[config.mk]
export PLATFORM = sky130hd
export DESIGN_NAME = cxd_host
export DESIGN_NICKNAME = d
export VERILOG_FILES = /design/src/rtl/cxd_pkg.sv /design/src/rtl/cxd_host.sv
export SDC_FILE = /design/constraint.sdc
export NUM_CORES = 1
export LEC_CHECK = 0
export ABC_AREA = 1
export BUFFER_PORTS_ARGS = -buffer_cell sky130_fd_sc_hd__buf_2
export CAP_MARGIN = 25
export CORE_ASPECT_RATIO = 2
export CORE_MARGIN = 8
export CORE_UTILIZATION = 61
export DETAILED_ROUTE_END_ITERATION = 7
export GPL_ROUTABILITY_DRIVEN = 0
export PLACE_DENSITY = 0.89
export SYNTH_ARGS = -nofsm -noshare
export SYNTH_HDL_FRONTEND = slang
export SYNTH_SLANG_ARGS = --single-unit
[constraint.sdc]
create_clock -name clk_i -period 4 [get_ports clk_i]
set_input_delay 0.6 -clock clk_i [delete_from_list [all_inputs] [get_ports clk_i]]
set_output_delay 0.6 -clock clk_i [all_outputs]
set_load 0.01 [all_outputs]
[src/rtl/cxd_pkg.sv]
// Overview of operation
// - mode pin picks speed, slope, standby
// - watch rxd in standby, then wake
// - bit time at most 62.5 us
// - bus rate at most 1 Mb/s
package cxd_pkg;
    // ------------------------------------------------------------
    // timing
    // ------------------------------------------------------------
    localparam int unsigned CLK_HZ        = 25_000_000;
    localparam int unsigned MAX_BIT_NS    = 62_500;
    localparam int unsigned MIN_BIT_NS    = 1_000;
    localparam int unsigned CLK_NS        = 1_000_000_000 / CLK_HZ;
    localparam int unsigned MAX_BIT_CYC   = MAX_BIT_NS / CLK_NS;
    localparam int unsigned MIN_BIT_CYC   = (MIN_BIT_NS + CLK_NS - 1) / CLK_NS;
    localparam int unsigned TRIP_NS       = 1_250_000;
    localparam int unsigned TRIP_CYC      = TRIP_NS / CLK_NS;
    localparam logic [15:0] DIV_RESET     = 16'h0019;
    // divider holds cycles per bit minus one
    localparam logic [15:0] DIV_MAX       = 16'(MAX_BIT_CYC - 1);
    localparam logic [15:0] DIV_MIN       = 16'(MIN_BIT_CYC);

    // ------------------------------------------------------------
    // register map of the controller
    // ------------------------------------------------------------
    localparam logic [3:0] REG_CTRL   = 4'h0;
    localparam logic [3:0] REG_TXDATA = 4'h1;
    localparam logic [3:0] REG_STATUS = 4'h2;
    localparam logic [3:0] REG_DIV    = 4'h3;
    localparam logic [3:0] REG_RXDATA = 4'h4;
    localparam int unsigned CTRL_MODE_LSB = 0;
    localparam int unsigned CTRL_GO_BIT   = 2;
    localparam int unsigned ST_BUSY_BIT   = 0;
    localparam int unsigned ST_ACT_BIT    = 1;
    localparam int unsigned ST_RX_BIT     = 2;
    localparam logic [1:0]  MODE_RESET    = 2'h2;

    typedef enum logic [1:0] {
        CXD_MODE_FAST  = 2'h0,
        CXD_MODE_SLOPE = 2'h1,
        CXD_MODE_STBY  = 2'h2
    } cxd_mode_t;

    typedef struct packed {
        logic [3:0]  addr;
        logic [31:0] wdata;
        logic        wr;
        logic        rd;
    } cxd_bus_req_t;

    typedef struct packed {
        logic txd;
        logic mode_fast;
        logic mode_slope;
    } cxd_pins_t;
endpackage : cxd_pkg

[src/rtl/cxd_host.sv]
// Chosen here: the register offsets and the address-and-strobe port.
`timescale 1ns/1ns
module cxd_host (
    input  wire logic                  clk_i,
    input  wire logic                  nrst_i,
    input  wire cxd_pkg::cxd_bus_req_t bus_i,
    output logic [31:0]                rdata_o,
    input  wire logic                  rxd_i,
    output cxd_pkg::cxd_pins_t         pins_o
);
    import cxd_pkg::*;

    // ------------------------------------------------------------
    // rxd synchroniser
    // ------------------------------------------------------------
    logic rxd_s1_r;
    logic rxd_s2_r;
    always_ff @(posedge clk_i or negedge nrst_i) begin
        if (!nrst_i) begin
            rxd_s1_r <= 1'b1;
            rxd_s2_r <= 1'b1;
        end else begin
            rxd_s1_r <= rxd_i;
            rxd_s2_r <= rxd_s1_r;
        end
    end

    // ------------------------------------------------------------
    // registers
    // ------------------------------------------------------------
    cxd_mode_t   mode_r;
    logic [15:0] div_r;
    logic [7:0]  txbuf_r;
    logic [7:0]  rxbuf_r;
    logic        busy_r;
    logic        act_r;
    logic [3:0]  bit_r;
    logic [15:0] cnt_r;
    logic        txd_r;
    logic [31:0] rdata_r;
    logic        go;
    logic        tick;
    logic [15:0] div_w;

    assign go   = bus_i.wr && bus_i.addr == REG_CTRL && bus_i.wdata[CTRL_GO_BIT];
    assign tick = busy_r && cnt_r == 16'h0000;
    // clamp keeps the bit time inside the transceiver's legal window
    // whole word compared so an oversized write clamps high, not wraps low
    assign div_w = bus_i.wdata > {16'h0000, DIV_MAX} ? DIV_MAX :
                   (bus_i.wdata[15:0] < DIV_MIN ? DIV_MIN :
                    bus_i.wdata[15:0]);

    always_ff @(posedge clk_i or negedge nrst_i) begin
        if (!nrst_i) begin
            mode_r  <= cxd_mode_t'(MODE_RESET);
            div_r   <= DIV_RESET;
            txbuf_r <= 8'hFF;
        end else if (bus_i.wr) begin
            case (bus_i.addr)
                REG_CTRL: begin
                    // mode changes are ignored mid-frame, but a standby write carrying go while idle in fast or slope mode starts a byte in standby
                    if (!busy_r && bus_i.wdata[CTRL_MODE_LSB +: 2] != 2'h3) begin
                        mode_r <= cxd_mode_t'(bus_i.wdata[CTRL_MODE_LSB +: 2]);
                    end
                end
                REG_DIV:    div_r   <= div_w;
                REG_TXDATA: txbuf_r <= bus_i.wdata[7:0];
                default: ;
            endcase
        end
    end

    // ------------------------------------------------------------
    // serialiser: start bit low, 8 data bits lsb first, stop high
    // ------------------------------------------------------------
    always_ff @(posedge clk_i or negedge nrst_i) begin
        if (!nrst_i) begin
            busy_r  <= 1'b0;
            bit_r   <= 4'h0;
            cnt_r   <= 16'h0000;
            txd_r   <= 1'b1;
            rxbuf_r <= 8'hFF;
        end else if (go && !busy_r && mode_r != CXD_MODE_STBY) begin
            busy_r <= 1'b1;
            bit_r  <= 4'h0;
            cnt_r  <= div_r;
            txd_r  <= 1'b0;
        end else if (tick) begin
            cnt_r <= div_r;
            if (bit_r != 4'h0 && bit_r != 4'h9) begin
                rxbuf_r <= {rxd_s2_r, rxbuf_r[7:1]};
            end
            if (bit_r == 4'h9) begin
                busy_r <= 1'b0;
                txd_r  <= 1'b1;
            end else begin
                bit_r <= bit_r + 4'h1;
                // at most 9 low bits at a clamped bit time stays under the timeout
                txd_r <= (bit_r == 4'h8) ? 1'b1 : txbuf_r[bit_r[2:0]];
            end
        end else if (busy_r) begin
            cnt_r <= cnt_r - 16'h0001;
        end
    end

    // ------------------------------------------------------------
    // activity seen while in standby, cleared on status read
    // ------------------------------------------------------------
    always_ff @(posedge clk_i or negedge nrst_i) begin
        if (!nrst_i) begin
            act_r <= 1'b0;
        end else if (mode_r == CXD_MODE_STBY && !rxd_s2_r) begin
            act_r <= 1'b1;
        end else if (bus_i.rd && bus_i.addr == REG_STATUS) begin
            act_r <= 1'b0;
        end
    end

    // ------------------------------------------------------------
    // read port and pins
    // ------------------------------------------------------------
    always_ff @(posedge clk_i or negedge nrst_i) begin
        if (!nrst_i) begin
            rdata_r <= 32'h0000_0000;
        end else if (bus_i.rd) begin
            case (bus_i.addr)
                REG_CTRL:   rdata_r <= {30'h0, mode_r};
                REG_TXDATA: rdata_r <= {24'h0, txbuf_r};
                REG_STATUS: rdata_r <= {29'h0, rxd_s2_r, act_r, busy_r};
                REG_DIV:    rdata_r <= {16'h0, div_r};
                REG_RXDATA: rdata_r <= {24'h0, rxbuf_r};
                default:    rdata_r <= 32'h0000_0000;
            endcase
        end else begin
            rdata_r <= 32'h0000_0000;
        end
    end

    always_ff @(posedge clk_i or negedge nrst_i) begin
        if (!nrst_i) begin
            pins_o <= '{txd: 1'b1, mode_fast: 1'b0, mode_slope: 1'b0};
        end else begin
            pins_o.txd        <= txd_r;
            pins_o.mode_fast  <= mode_r == CXD_MODE_FAST;
            pins_o.mode_slope <= mode_r == CXD_MODE_SLOPE;
        end
    end

    assign rdata_o = rdata_r;
endmodule : cxd_host

==> results.ini <==
[hold_path]
hold_path_class=register to register
hold_path.startpoint=rxd_s1_r
min_path_cells=0
whs_endpoint=rxd_s2_r

[yosys]
ys_seq_area_share_pct=46.26
netlist_area_um2=4284
ys_types=32
post-synth-top-count-cell=nand2_1
synth-edff-count=0
yosys_warnings=0
synthTopCellsByCount=145 x nand2_1, 85 x inv_1, 76 x nor2_1
synth_top_area_share_pct=31.54
syn_avg_cell_area_um2=7.705
synthArstFlopShare_pct=100.0
synth_cells=556
synth_top_area_cell=dfrtp_1
ys.flop_type=dfrtp_1
synth_area_leaders=dfrtp_1 32%, dfstp_2 15%, nand2_1 13%
ys_ff_latch=78

[timing]
worstMarginPinSlew_ps=889.0
hold_violations=0
fin_hold_ws_ps=355.2
setup_slack_ps=2064
fmax_mhz=516.6
slew_viol_final=0
finalCritPeriodShare_pct=48.40
timing.setup.tns_ps=0
rsz0062_at_grt=no
finalSetupViolCount=0
finClkSkew_ps=5.114
slew_headroom_pct=40.73
min_period_ps=1936

[placed_design]
portBuffers=59
dpl.hpwl_um=7843
dp_slack_ps=1866

[global_route]
antenna_found_initial=0
grt_pass1_wl_um=17700
grt_start_max_net_pins=41
grtUsageTotal_pct=22.70
grt_pass1_vias=3952
overflow=0

[worst_setup_path]
path_cells=inv_1 -> nor2_1 -> nor2_1 -> nand3_4 -> nand2_4 -> inv_1 -> nand2_1 -> nand3_1 -> nand2_1
path_class=register to register
critPathMaxFanout=24
r2r_start=mode_r[1]
cpPeakStageDelay_ps=580
worst-endpoint-required_ps=4230
r2r_setup_slack_ps=2060
reg2reg_depth=9
critical_path_arrival_ps=2160
crit_path_end_kind=register
slowest_stage=dfstp_2
regToRegEndpoint=cnt_r[8]
start_kind=register

[clock_network]
cts.clk_slew.worst_paths_ps=60
clk_latency_ps=340
post_cts_resize_count=0
cts_hold_buffers=0
cts_buffers=9
clockBufferDepth=2
root_buffer=clkbuf_16
tritoncts=yes
htreeDepth=3
cts.sinks=78
cts_setup_buffers=0

[power_and_ir_drop]
peakVddDrop_mv=0.4058
leakage_nw=2.546
power_density_nw_per_um2=549.3

[layout]
syn2layout_area_growth_pct=13.87
nNetsFinal=663
drive_gt1_share_pct=20.10
diodes=0

[floorplan]
die_h_um=134.5
core.rowCount=43
die_w_um=75.26
core_region_area_um2=6887
initial_utilization_pct=62.21
die_area_um2=10120
io_pins=76

[run_status]
outcome=finished, final reports clean

[detailed_routing]
drt_iter0_drc=293
totalWireLength_um=10630
postRouteAntennaNets=0
via_count=3852
firstDrtPassIters=5
routedWlPerCell_um=14.93
via_per_inst=5.410
drc_errors=0

[flow_run]
drv_cap=0

[worst max-delay path, delay by kind of cell (launching register included)]
kind	cells	cell delay [ps]
buffers and inverters	2	270
DFF	1	580
and+or+nand+nor	7	950
[cell families (layout without fill, tap and decap cells)]
group | Yosys count | after routing | share of synthesized area (%)
xor gates and xnor gates | 5 | 5 | 1.022
other | 1 | 16 | 0.08753
DFF | 78 | 78 | 46.26
buffers and inverters | 111 | 162 | 11.97
adders and majority gates | 5 | 5 | 1.460
and+or+nand+nor | 290 | 290 | 29.88
AOI/OAI and AO/OA | 66 | 66 | 9.317
[metrics by stage]
step	instances	cell area [um^2]	power (mW)	utilization [%]
after floorplan	571	4340	1.650	-
after global placement	696	4578	1.809	66.48
final	712	4878	2.680	70.84
after CTS	712	4878	2.667	70.84
after detailed placement	696	4578	1.848	66.48
after global routing	712	4878	2.834	70.84
[metal layers]
layer,global-route usage (%),share of wire [%],routed length (um)
met1,23.87,37,3896
met2,37.28,52,5497
met3,5.721,6.4,677
met4,16.38,5.3,560
met5,0,0,0
[how the worst max path moves through the flow]
stage | start | to | depth (start not counted)
after floorplan | bus_i[37] | cnt_r[15] | 8
after global placement | bus_i[37] | cnt_r[8] | 9
after detailed placement | bus_i[37] | bit_r[3] | 9
after CTS | mode_r[1] | cnt_r[10] | 9
after global routing | mode_r[1] | cnt_r[10] | 9
final | mode_r[1] | cnt_r[8] | 9
[layout make-up]
class	instances	area, um^2
Timing Repair Buffer	60	315.3
Multi-Input combinational cell	382	1846
Fill cell	521	2008
Inverter	86	322.8
Tap cell	90	112.6
Clock inverter	6	61.31
Sequential cell	78	1982
Clock buffer	10	239.0
[placed cells by master, fill, tap and decap left out, types with 8 or more instances in the layout]
master / netlist / layout
buf_2: 2 / 59
clkbuf_16: 0 / 9
conb_1: 1 / 16
dfrtp_1: 54 / 54
dfstp_2: 24 / 24
inv_1: 85 / 85
nand2_1: 145 / 145
nand3_1: 35 / 35
nand4_1: 8 / 8
nor2_1: 76 / 76
o21ai_0: 31 / 31
o21ai_1: 10 / 10
o22ai_1: 10 / 10
[state kept, by name, indices dropped and copies added (netlist names)]
| name | cells |
|---|---|
| cnt_r | 16 |
| div_r | 16 |
| rdata_o | 16 |
| rxbuf_r | 8 |
| txbuf_r | 8 |
| bit_r | 4 |
| pins_o | 3 |
| mode_r | 2 |
| act_r | 1 |
| busy_r | 1 |
| rxd_s1_r | 1 |
| rxd_s2_r | 1 |
| txd_r | 1 |
[power breakdown]
| group | total [mW] | switching (mW) | internal, mW |
|---|---|---|---|
| registers | 1.06 | 0.133 | 0.928 |
| clock network | 0.812 | 0.315 | 0.497 |
| logic | 0.807 | 0.516 | 0.291 |
No activity file was read; power rests on OpenSTA's default activity.
